===== src/include/srus_defines.svh =====
// Constants for the safe remote update sequencer.
// Assumes word addressing of the flash, one word per address.
`ifndef SRUS_DEFINES_SVH
`define SRUS_DEFINES_SVH
// ===========================================================
// Switch values
`define SRUS_ON_BPI     32'h000000BB
`define SRUS_ON_SPI     32'hAA995566
// ===========================================================
// Flash map defaults, in words
`define SRUS_SW_ADDR    32'h0000FFFF
`define SRUS_SEG_WORDS  32'h00010000
`define SRUS_UPD_BASE   32'h00800000
`define SRUS_UPD_SEGS   32'h00000010
// ===========================================================
// Payload buffer
`define SRUS_BUF_DEPTH  2
`endif


===== src/include/srus_pkg.sv =====
// Types shared by the sequencer and its payload buffer.
// Assumes srus_defines.svh holds the numeric constants.
package srus_pkg;
   // ========================================================
   // Flash command
   typedef enum logic [1:0]
   {
      SRUS_OP_ERASE = 2'h0,
      SRUS_OP_PROG  = 2'h1,
      SRUS_OP_READ  = 2'h2
   } srus_op_t;

   typedef struct packed
   {
      srus_op_t    op;
      logic [31:0] addr;
      logic [31:0] data;
   } srus_fl_cmd_t;

   // ========================================================
   // Programmer states
   typedef enum logic [3:0]
   {
      P_IDLE = 4'h0,
      P_ERSW = 4'h1,
      P_ERUP = 4'h3,
      P_PROG = 4'h2,
      P_VRD  = 4'h6,
      P_VCMP = 4'h7,
      P_PSW  = 4'h5,
      P_DONE = 4'h4,
      P_ERR  = 4'hC
   } srus_pst_t;

   // ========================================================
   // Boot decision states
   typedef enum logic [2:0]
   {
      B_IDLE = 3'h0,
      B_RDSW = 3'h1,
      B_WTSW = 3'h3,
      B_WBST = 3'h2,
      B_IPRG = 3'h6,
      B_LOAD = 3'h7
   } srus_bst_t;
endpackage


===== src/hdl/srus_buf.sv =====
// Small payload buffer between host stream and programmer.
// Assumes one clock; ready and valid on both sides.
`timescale 1ns/1ps
`include "srus_defines.svh"
module srus_buf
   import srus_pkg::*;
#(
   parameter int W     = 32,
   parameter int DEPTH = `SRUS_BUF_DEPTH
)
(
   // Clock and reset
   input  wire logic         clk,
   input  wire logic         resetn,
   // Fill side
   input  wire logic         in_valid,
   input  wire logic [W-1:0] in_data,
   output logic              in_ready,
   // Drain side
   output logic              out_valid,
   output logic [W-1:0]      out_data,
   input  wire logic         out_ready
);
   localparam int AW = (DEPTH > 1) ? $clog2(DEPTH) : 1;
   localparam int CW = $clog2(DEPTH + 1);

   // ========================================================
   // Storage and pointers
   logic [W-1:0]  mem_reg [DEPTH];
   logic [AW-1:0] wp_reg, wp_next, rp_reg, rp_next;
   logic [CW-1:0] cnt_reg, cnt_next;
   logic          push, pop, rdy_next;

   function automatic logic [AW-1:0] bump(input logic [AW-1:0] p);
      bump = (p == AW'(DEPTH - 1)) ? '0 : p + AW'(1);
   endfunction

   always_comb
   begin
      push     = in_valid && in_ready;
      pop      = out_ready && (cnt_reg != '0);
      wp_next  = push ? bump(wp_reg) : wp_reg;
      rp_next  = pop ? bump(rp_reg) : rp_reg;
      cnt_next = cnt_reg + CW'(push) - CW'(pop);
      rdy_next = (cnt_next != CW'(DEPTH));
   end

   always_ff @(posedge clk or negedge resetn)
   begin
      if (!resetn)
      begin
         wp_reg  <= '0;
         rp_reg  <= '0;
         cnt_reg <= '0;
         in_ready <= 1'b0;
      end
      else
      begin
         wp_reg  <= wp_next;
         rp_reg  <= rp_next;
         cnt_reg <= cnt_next;
         in_ready <= rdy_next;
      end
   end

   always_ff @(posedge clk)
   begin
      if (push)
         mem_reg[wp_reg] <= in_data;
   end

   assign out_valid = (cnt_reg != '0);
   assign out_data  = mem_reg[rp_reg];
endmodule


===== src/hdl/srus_seq.sv =====
// Safe remote update sequencer: programmer and boot decision.
// Assumes a flash controller that accepts one command at a time,
// pulses fl_done after erase or program and fl_rd_valid after read.
// Behaviour
// - Jump header is two packets, address then reprogram
// - First packet loads update area address
// - Reprogram restarts at warm boot address
// - Configuration error restarts from address zero
// - Error retry ignores warm boot jump
// - Boot reads from zero, checks switch word
// - Switch ON executes jump, loads update image
// - Switch OFF skips jump, reads on to golden
// - Only the exact value means ON
// - First action erases the switch segment
// - Then erase every update area segment
// - Then program the update bitstream
// - Then read back and compare the update area
// - Write ON value only after verification passes
// - Never touch golden image or jump header
// - Byte-wide ON value is 0x000000BB
// - Serial ON value is the sync word
// - Switch word alone in its own segment
`timescale 1ns/1ps
`include "srus_defines.svh"
module srus_seq
   import srus_pkg::*;
#(
   parameter logic [31:0] SW_ADDR   = `SRUS_SW_ADDR,
   parameter logic [31:0] SEG_WORDS = `SRUS_SEG_WORDS,
   parameter logic [31:0] UPD_BASE  = `SRUS_UPD_BASE,
   parameter logic [31:0] UPD_SEGS  = `SRUS_UPD_SEGS
)
(
   // Clock and reset
   input  wire logic         clk,
   input  wire logic         resetn,
   // Host control
   input  wire logic         start,
   input  wire logic [31:0]  img_len,
   input  wire logic         mode_spi,
   output logic              busy_reg,
   output logic              done_reg,
   output logic              err_reg,
   output logic              verify_pass_reg,
   // Host payload stream
   input  wire logic         pay_valid,
   input  wire logic [31:0]  pay_data,
   output logic              pay_ready,
   // Flash command port
   output logic              fl_valid_reg,
   output srus_fl_cmd_t      fl_cmd_reg,
   input  wire logic         fl_ready,
   input  wire logic         fl_done,
   input  wire logic         fl_rd_valid,
   input  wire logic [31:0]  fl_rd_data,
   // Configuration side
   input  wire logic         cfg_start,
   input  wire logic         cfg_err,
   output logic              bt_rd_req_reg,
   output logic [31:0]       bt_rd_addr_reg,
   input  wire logic         bt_rd_valid,
   input  wire logic [31:0]  bt_rd_data,
   output logic [31:0]       warm_boot_start_address_reg,
   output logic              internal_reprogram_command_reg,
   output logic              fallback_reg,
   output logic              sel_update_reg,
   output logic              sel_golden_reg,
   output logic [31:0]       load_addr_reg
);
   // ========================================================
   // Helpers
   localparam logic [31:0] SW_SEG = SW_ADDR & ~(SEG_WORDS - 32'h1);

   function automatic logic [31:0] on_val(input logic spi);
      on_val = spi ? `SRUS_ON_SPI : `SRUS_ON_BPI;
   endfunction

   function automatic logic legal(input logic [31:0] a);
      legal = (a >= SW_SEG && a < SW_SEG + SEG_WORDS) ||
              (a >= UPD_BASE && a < UPD_BASE + UPD_SEGS * SEG_WORDS);
   endfunction

   // ========================================================
   // Payload buffer
   logic        bv;
   logic [31:0] bd;
   logic        bpop;

   srus_buf #(.W(32), .DEPTH(`SRUS_BUF_DEPTH)) u_buf
   (
      .clk       (clk),
      .resetn    (resetn),
      .in_valid  (pay_valid),
      .in_data   (pay_data),
      .in_ready  (pay_ready),
      .out_valid (bv),
      .out_data  (bd),
      .out_ready (bpop)
   );

   // ========================================================
   // Programmer
   srus_pst_t    ps_reg, ps_next;
   logic [31:0]  cnt_reg, cnt_next, len_reg, len_next;
   logic [31:0]  rdw_reg, rdw_next;
   logic         wait_reg, wait_next, vok_reg, vok_next;
   logic         fv_next, busy_next, done_next, err_next, vp_next;
   srus_fl_cmd_t cmd_next;

   always_comb
   begin
      ps_next   = ps_reg;
      cnt_next  = cnt_reg;
      len_next  = len_reg;
      rdw_next  = rdw_reg;
      wait_next = wait_reg;
      vok_next  = vok_reg;
      fv_next   = fl_valid_reg && !fl_ready;
      cmd_next  = fl_cmd_reg;
      done_next = done_reg;
      err_next  = err_reg;
      vp_next   = verify_pass_reg;
      bpop      = (ps_reg == P_IDLE) && !start;
      unique case (ps_reg)
         P_IDLE:
            if (start)
            begin
               done_next = 1'b0;
               err_next  = 1'b0;
               vok_next  = 1'b0;
               len_next  = img_len;
               cnt_next  = '0;
               if (img_len > UPD_SEGS * SEG_WORDS)
                  ps_next = P_ERR;
               else
                  ps_next = P_ERSW;
            end
         P_ERSW, P_ERUP, P_PROG, P_PSW:
            if (!wait_reg)
            begin
               if (ps_reg == P_ERSW)
                  cmd_next = '{SRUS_OP_ERASE, SW_SEG, 32'hFFFFFFFF};
               else if (ps_reg == P_ERUP)
                  cmd_next = '{SRUS_OP_ERASE, UPD_BASE + cnt_reg * SEG_WORDS,
                               32'hFFFFFFFF};
               else if (ps_reg == P_PROG)
                  cmd_next = '{SRUS_OP_PROG, UPD_BASE + cnt_reg, bd};
               else
                  cmd_next = '{SRUS_OP_PROG, SW_ADDR, on_val(mode_spi)};
               if (!legal(cmd_next.addr))
                  ps_next = P_ERR;
               else if (ps_reg != P_PROG || bv)
               begin
                  fv_next   = 1'b1;
                  wait_next = 1'b1;
                  bpop      = (ps_reg == P_PROG);
               end
            end
            else if (fl_done)
            begin
               wait_next = 1'b0;
               cnt_next  = cnt_reg + 32'h1;
               if (ps_reg == P_ERSW)
               begin
                  cnt_next = '0;
                  ps_next  = P_ERUP;
               end
               else if (ps_reg == P_ERUP && cnt_next == UPD_SEGS)
               begin
                  cnt_next = '0;
                  ps_next  = (len_reg == '0) ? P_VRD : P_PROG;
               end
               else if (ps_reg == P_PROG && cnt_next == len_reg)
               begin
                  cnt_next = '0;
                  vp_next  = 1'b1;
                  ps_next  = P_VRD;
               end
               else if (ps_reg == P_PSW)
                  ps_next = P_DONE;
            end
         P_VRD:
            if (cnt_reg == len_reg)
            begin
               vok_next = 1'b1;
               vp_next  = 1'b0;
               ps_next  = P_PSW;
            end
            else if (!wait_reg)
            begin
               cmd_next  = '{SRUS_OP_READ, UPD_BASE + cnt_reg, 32'h0};
               fv_next   = 1'b1;
               wait_next = 1'b1;
            end
            else if (fl_rd_valid)
            begin
               wait_next = 1'b0;
               rdw_next  = fl_rd_data;
               ps_next   = P_VCMP;
            end
         P_VCMP:
            if (bv)
            begin
               bpop     = 1'b1;
               cnt_next = cnt_reg + 32'h1;
               if (bd != rdw_reg)
               begin
                  vp_next = 1'b0;
                  ps_next = P_ERR;
               end
               else
                  ps_next = P_VRD;
            end
         P_DONE:
         begin
            done_next = 1'b1;
            ps_next   = P_IDLE;
         end
         P_ERR:
         begin
            err_next = 1'b1;
            ps_next  = P_IDLE;
         end
         default:
            ps_next = P_ERR;
      endcase
      busy_next = (ps_next != P_IDLE);
   end

   always_ff @(posedge clk or negedge resetn)
   begin
      if (!resetn)
      begin
         ps_reg          <= P_IDLE;
         cnt_reg         <= '0;
         len_reg         <= '0;
         rdw_reg         <= '0;
         wait_reg        <= 1'b0;
         vok_reg         <= 1'b0;
         fl_valid_reg    <= 1'b0;
         fl_cmd_reg      <= '{SRUS_OP_READ, 32'h0, 32'h0};
         busy_reg        <= 1'b0;
         done_reg        <= 1'b0;
         err_reg         <= 1'b0;
         verify_pass_reg <= 1'b0;
      end
      else
      begin
         ps_reg          <= ps_next;
         cnt_reg         <= cnt_next;
         len_reg         <= len_next;
         rdw_reg         <= rdw_next;
         wait_reg        <= wait_next;
         vok_reg         <= vok_next;
         fl_valid_reg    <= fv_next;
         fl_cmd_reg      <= cmd_next;
         busy_reg        <= busy_next;
         done_reg        <= done_next;
         err_reg         <= err_next;
         verify_pass_reg <= vp_next;
      end
   end

   // ========================================================
   // Boot decision
   srus_bst_t   bs_reg, bs_next;
   logic [31:0] wb_next, la_next, ba_next;
   logic        rq_next, ip_next, fb_next, su_next, sg_next;

   always_comb
   begin
      bs_next = bs_reg;
      wb_next = warm_boot_start_address_reg;
      la_next = load_addr_reg;
      ba_next = bt_rd_addr_reg;
      fb_next = fallback_reg;
      su_next = sel_update_reg;
      sg_next = sel_golden_reg;
      rq_next = 1'b0;
      ip_next = 1'b0;
      if (cfg_err || cfg_start)
      begin
         fb_next = cfg_err;
         su_next = 1'b0;
         sg_next = 1'b0;
         la_next = '0;
         ba_next = '0;
         bs_next = B_RDSW;
      end
      else
         unique case (bs_reg)
            B_IDLE: ;
            B_RDSW:
            begin
               rq_next = 1'b1;
               ba_next = SW_ADDR;
               bs_next = B_WTSW;
            end
            B_WTSW:
               if (bt_rd_valid)
               begin
                  if (bt_rd_data == on_val(mode_spi) && !fallback_reg)
                     bs_next = B_WBST;
                  else
                  begin
                     la_next = SW_ADDR + 32'h1;
                     sg_next = 1'b1;
                     bs_next = B_LOAD;
                  end
               end
            B_WBST:
            begin
               wb_next = UPD_BASE;
               bs_next = B_IPRG;
            end
            B_IPRG:
            begin
               ip_next = 1'b1;
               la_next = warm_boot_start_address_reg;
               su_next = 1'b1;
               bs_next = B_LOAD;
            end
            B_LOAD: ;
            default:
               bs_next = B_IDLE;
         endcase
   end

   always_ff @(posedge clk or negedge resetn)
   begin
      if (!resetn)
      begin
         bs_reg         <= B_IDLE;
         warm_boot_start_address_reg <= '0;
         load_addr_reg  <= '0;
         bt_rd_addr_reg <= '0;
         bt_rd_req_reg  <= 1'b0;
         internal_reprogram_command_reg <= 1'b0;
         fallback_reg   <= 1'b0;
         sel_update_reg <= 1'b0;
         sel_golden_reg <= 1'b0;
      end
      else
      begin
         bs_reg         <= bs_next;
         warm_boot_start_address_reg <= wb_next;
         load_addr_reg  <= la_next;
         bt_rd_addr_reg <= ba_next;
         bt_rd_req_reg  <= rq_next;
         internal_reprogram_command_reg <= ip_next;
         fallback_reg   <= fb_next;
         sel_update_reg <= su_next;
         sel_golden_reg <= sg_next;
      end
   end
endmodule


===== config.mk =====
export PLATFORM = sky130hd
export DESIGN_NAME = srus_seq
export DESIGN_NICKNAME = d
export VERILOG_FILES = /design/src/include/srus_pkg.sv /design/src/hdl/srus_buf.sv /design/src/hdl/srus_seq.sv
export VERILOG_INCLUDE_DIRS = /design/src /design/src/include
export SDC_FILE = /design/constraint.sdc
export NUM_CORES = 1
export LEC_CHECK = 0
export ABC_CLOCK_PERIOD_IN_PS = 4150
export BUFFER_PORTS_ARGS = -buffer_cell sky130_fd_sc_hd__buf_2
export CAP_MARGIN = 30
export CORE_MARGIN = 2
export CORE_UTILIZATION = 40
export CTS_CLUSTER_DIAMETER = 80
export DETAILED_ROUTE_END_ITERATION = 10
export GPL_TIMING_DRIVEN = 0
export PLACE_DENSITY = 0.65
export SLEW_MARGIN = 20
export SYNTH_ARGS = -nofsm -noshare
export SYNTH_HDL_FRONTEND = slang
export SYNTH_HIERARCHICAL = 1
export SYNTH_SLANG_ARGS = --single-unit

===== constraint.sdc =====
create_clock -name clk -period 4.15 [get_ports clk]
set_input_delay 1.245 -clock clk [delete_from_list [all_inputs] [get_ports clk]]
set_output_delay 1.245 -clock clk [all_outputs]
set_load 0.01 [all_outputs]

==> flow_metrics.py <==
metrics = {
    "run_status": {
        "status": "completed",
    },
    "timing": {
        "fin_crit_ns": 4.010,
        "finalCritPeriodShare": 0.9663,
        "rsz0062_at_grt": "yes",
        "fmax_ghz": 0.2494,
        "skew_ns": 0.04811,
        "fin_tns_setup_ns": 0,
        "slew_viol_final": 0,
        "hold_viol": 0,
        "slew_headroom": 0.4626,
        "worst_pin_slew_ns": 0.8013,
        "setup_viol_count_final": 0,
        "worst_slack_ns": 0.1399,
    },
    "route": {
        "drtIter0Drc": 913,
        "wl_per_cell_um": 20.66,
        "via_per_inst": 5.423,
        "drc": 0,
        "wl_mm": 47.69,
        "drt-pass1-iter-count": 5,
        "ant_nets": 0,
        "vias": 12516,
    },
    "cells_and_area": {
        "syn_to_final_growth_pct": 23.59,
        "layout-drive-gt1-share": 0.2829,
        "finalNonFillerCells": 2308,
        "largest_reg_flops": 66,
        "mostFrequentLayoutCells": "buf_2, nand2_1, dfrtp_1",
        "final_common_cell": "buf_2",
        "nets": 1966,
    },
    "placement": {
        "io_buffers": 234,
        "place_inst": 2249,
        "dp_slack_ns": -0.5570,
        "place_congestion": 0.9589,
        "dp_hpwl_mm": 37.04,
    },
    "global_route": {
        "grt-ovfl-total": 0,
        "grt_pass1_wl_mm": 72.84,
        "grt_start_max_net_pins": 77,
        "groute.usage.overall": 0.2494,
        "antenna_found_initial": 4,
        "first_global_vias": 12027,
    },
    "setup_path": {
        "rr_startpoint": "ps_reg[3]$_DFF_PN0_",
        "crit_chain": "clkbuf_1, nor2b_1, nand3_1, nor2_1, or3_1, a211oi_1, clkbuf_1, nand2_1, nor2_1, o22ai_1",
        "criticalPathCategory": "reg -> reg",
        "cp.required_ns": 4.57,
        "cpLargestDelayFamily": "simple AND/OR/NAND/NOR gates",
        "crit_start": "ps_reg[3]$_DFF_PN0_",
        "endpoint_kind": "flip-flop",
        "cp_num_buf_inv": 2,
        "slowest_delay_ns": 0.58,
        "cp.arrival_ns": 4.43,
        "cp_max_fo": 10,
        "slowest_stage": "clkbuf_1",
        "crit_path_start_kind": "flip-flop",
    },
    "cts": {
        "cts_made_buffers": 30,
        "clkSlewWorstSetupHoldPaths_ns": 0.06,
        "postCtsHoldBufs": 0,
        "cts-htree-levels": 1,
        "cts_tree": "yes",
        "clock_path_buffers": 3,
        "clk_latency_ns": 0.60,
        "clock-sinks": 253,
        "ctsRootBufferMaster": "clkbuf_16",
    },
    "synthesis": {
        "netlist_instances": 1471,
        "synth_ff_type": "dfrtp_1",
        "yosys.area_share.simple": 0.1870,
        "synth_cell_types": 75,
        "yosysTopAreaCellShare": 0.3274,
        "yosysSeqAreaShare": 0.4629,
        "avgSynthCellArea_um2": 9.770,
        "syn_area_mm2": 0.01437,
        "synth_top_family_by_area": "simple AND/OR/NAND/NOR gates",
        "synth_edf_count": 64,
        "muxShareOfSynthArea": 0.06120,
        "synth_compound_area_frac": 0.1328,
        "synthArstFlopShare": 0.7470,
        "synthXorXnorAreaFrac": 0.06521,
        "yosysWarnings": 6,
        "synth_area_leaders": "dfrtp_1, edfxtp_1, nand2_1",
        "synth-adder-area-share": 0.005224,
        "synth-seq-cells": 253,
        "yosys.area.top_type": "dfrtp_1",
    },
    "floorplan": {
        "die_width_um": 193.5,
        "dieArea_mm2": 0.03746,
        "fp.coreArea_mm2": 0.03548,
        "die_h_um": 193.5,
        "ios": 312,
        "row_count": 69,
        "start_util": 0.4050,
    },
    "power": {
        "peakVddDrop_mv": 0.3690,
        "finalPower_w": 0.008253,
        "p_leak_nw": 8.433,
        "powerDensity_mw_per_mm2": 464.6,
    },
    "hold_path": {
        "min-delay-start": "fl_cmd_reg[62]$_DFFE_PN0P_",
        "hold_path.class": "reg -> reg",
    },
    "job": {
        "max_cap_violations": 0,
    },
}
power by group:
| part | switching [W] | internal, W | leakage (nW) |
|---|---|---|---|
| clock | 0.00108 | 0.00168 | 0.505 |
| sequential | 0.000275 | 0.00291 | 3.05 |
| combinational | 0.00137 | 0.000931 | 4.88 |
| total | 0.00273 | 0.00553 | 8.43 |
area by class of cell:
type	instances	area, µm²
diodes	2	5.005
plain buffers	192	1169
clock buffers	46	860.8
clock inverters	10	183.9
fillers	3369	17720
inverters	15	56.30
multi-input cells	1082	6913
flip-flops and latches	253	6654
well taps	461	576.8
repair buffers	247	1344
synth_stat cells (4+ instances only):
cell        n
edfxtp_1   64
a31oi_1    10
or4_1       5
nand3_1    30
ha_1        6
o21a_1      7
nor3_1     16
nand4b_1    5
or3_1      19
o221ai_1   11
a21oi_1    68
o22ai_1    10
a221oi_1    9
nand2_1   207
and2_1      8
nor4_1     44
mux2_2     35
o21ai_0    77
mux2i_1     5
buf_1       8
nor2b_1     5
dfrtp_1   188
a21o_1     24
nor4b_1     7
nor2_1     71
inv_1      15
mux2_4     29
and4_1     13
nand3b_1    4
nand2b_1   14
nand4_1    39
or2_2       6
a22oi_1    19
xor2_1     70
buf_4      92
xnor2_1    37
o31ai_1    26
and3_1     20
buf_2      17
clkbuf_1   74
a211oi_1    7
per-stage QoR:
step	hold WS [ns]	utilization	cell area, µm²
after floorplan	0.4615	-	14660
after global placement	0.4504	0.4623	16400
after detailed placement	0.4582	0.4663	16550
after CTS	0.4715	0.4971	17640
after global routing	0.4949	0.5006	17760
final	0.4659	0.5006	17760
worst min-delay path, stage by stage, from the launching register on:
cell and delay (ns):
dfrtp_1 0.34, nand2_1 0.05, nand2_1 0.05
worst paths after layout:
| check | cells after the start | slack, ns | to |
|---|---|---|---|
| min in group asynchronous | 1 | 0.58 | len_reg[19]$_DFFE_PN0P_ |
| max | 10 | 0.14 | cnt_reg[2]$_DFFE_PN0P_ |
| min reg2reg | 2 | 0.47 | fl_cmd_reg[62]$_DFFE_PN0P_ |
| min | 2 | 0.47 | fl_cmd_reg[62]$_DFFE_PN0P_ |
| max reg2reg | 10 | 0.14 | cnt_reg[2]$_DFFE_PN0P_ |
| max in group asynchronous | 2 | 2.82 | fl_cmd_reg[6]$_DFFE_PN0P_ |
metal layers:
layer,GRT usage,share of wire
met1,0.3366,0.42
met2,0.3901,0.45
met3,0.05230,0.081
met4,0.1049,0.048
met5,0,0.00044
cells by family after synthesis:
kind of cell / after synthesis
compound gates: 297
xor+xnor: 107
fa+ha+maj: 6
buf+inv: 212
flops: 253
mux: 69
other cells: 1
simple gates: 526
what timing repair did:
item,CTS,global route
setup buffers,1,5
gates resized for setup,13,29
pin swaps,2,5
setup endpoints to repair,40,56
No activity file was read; power rests on OpenSTA's default activity.
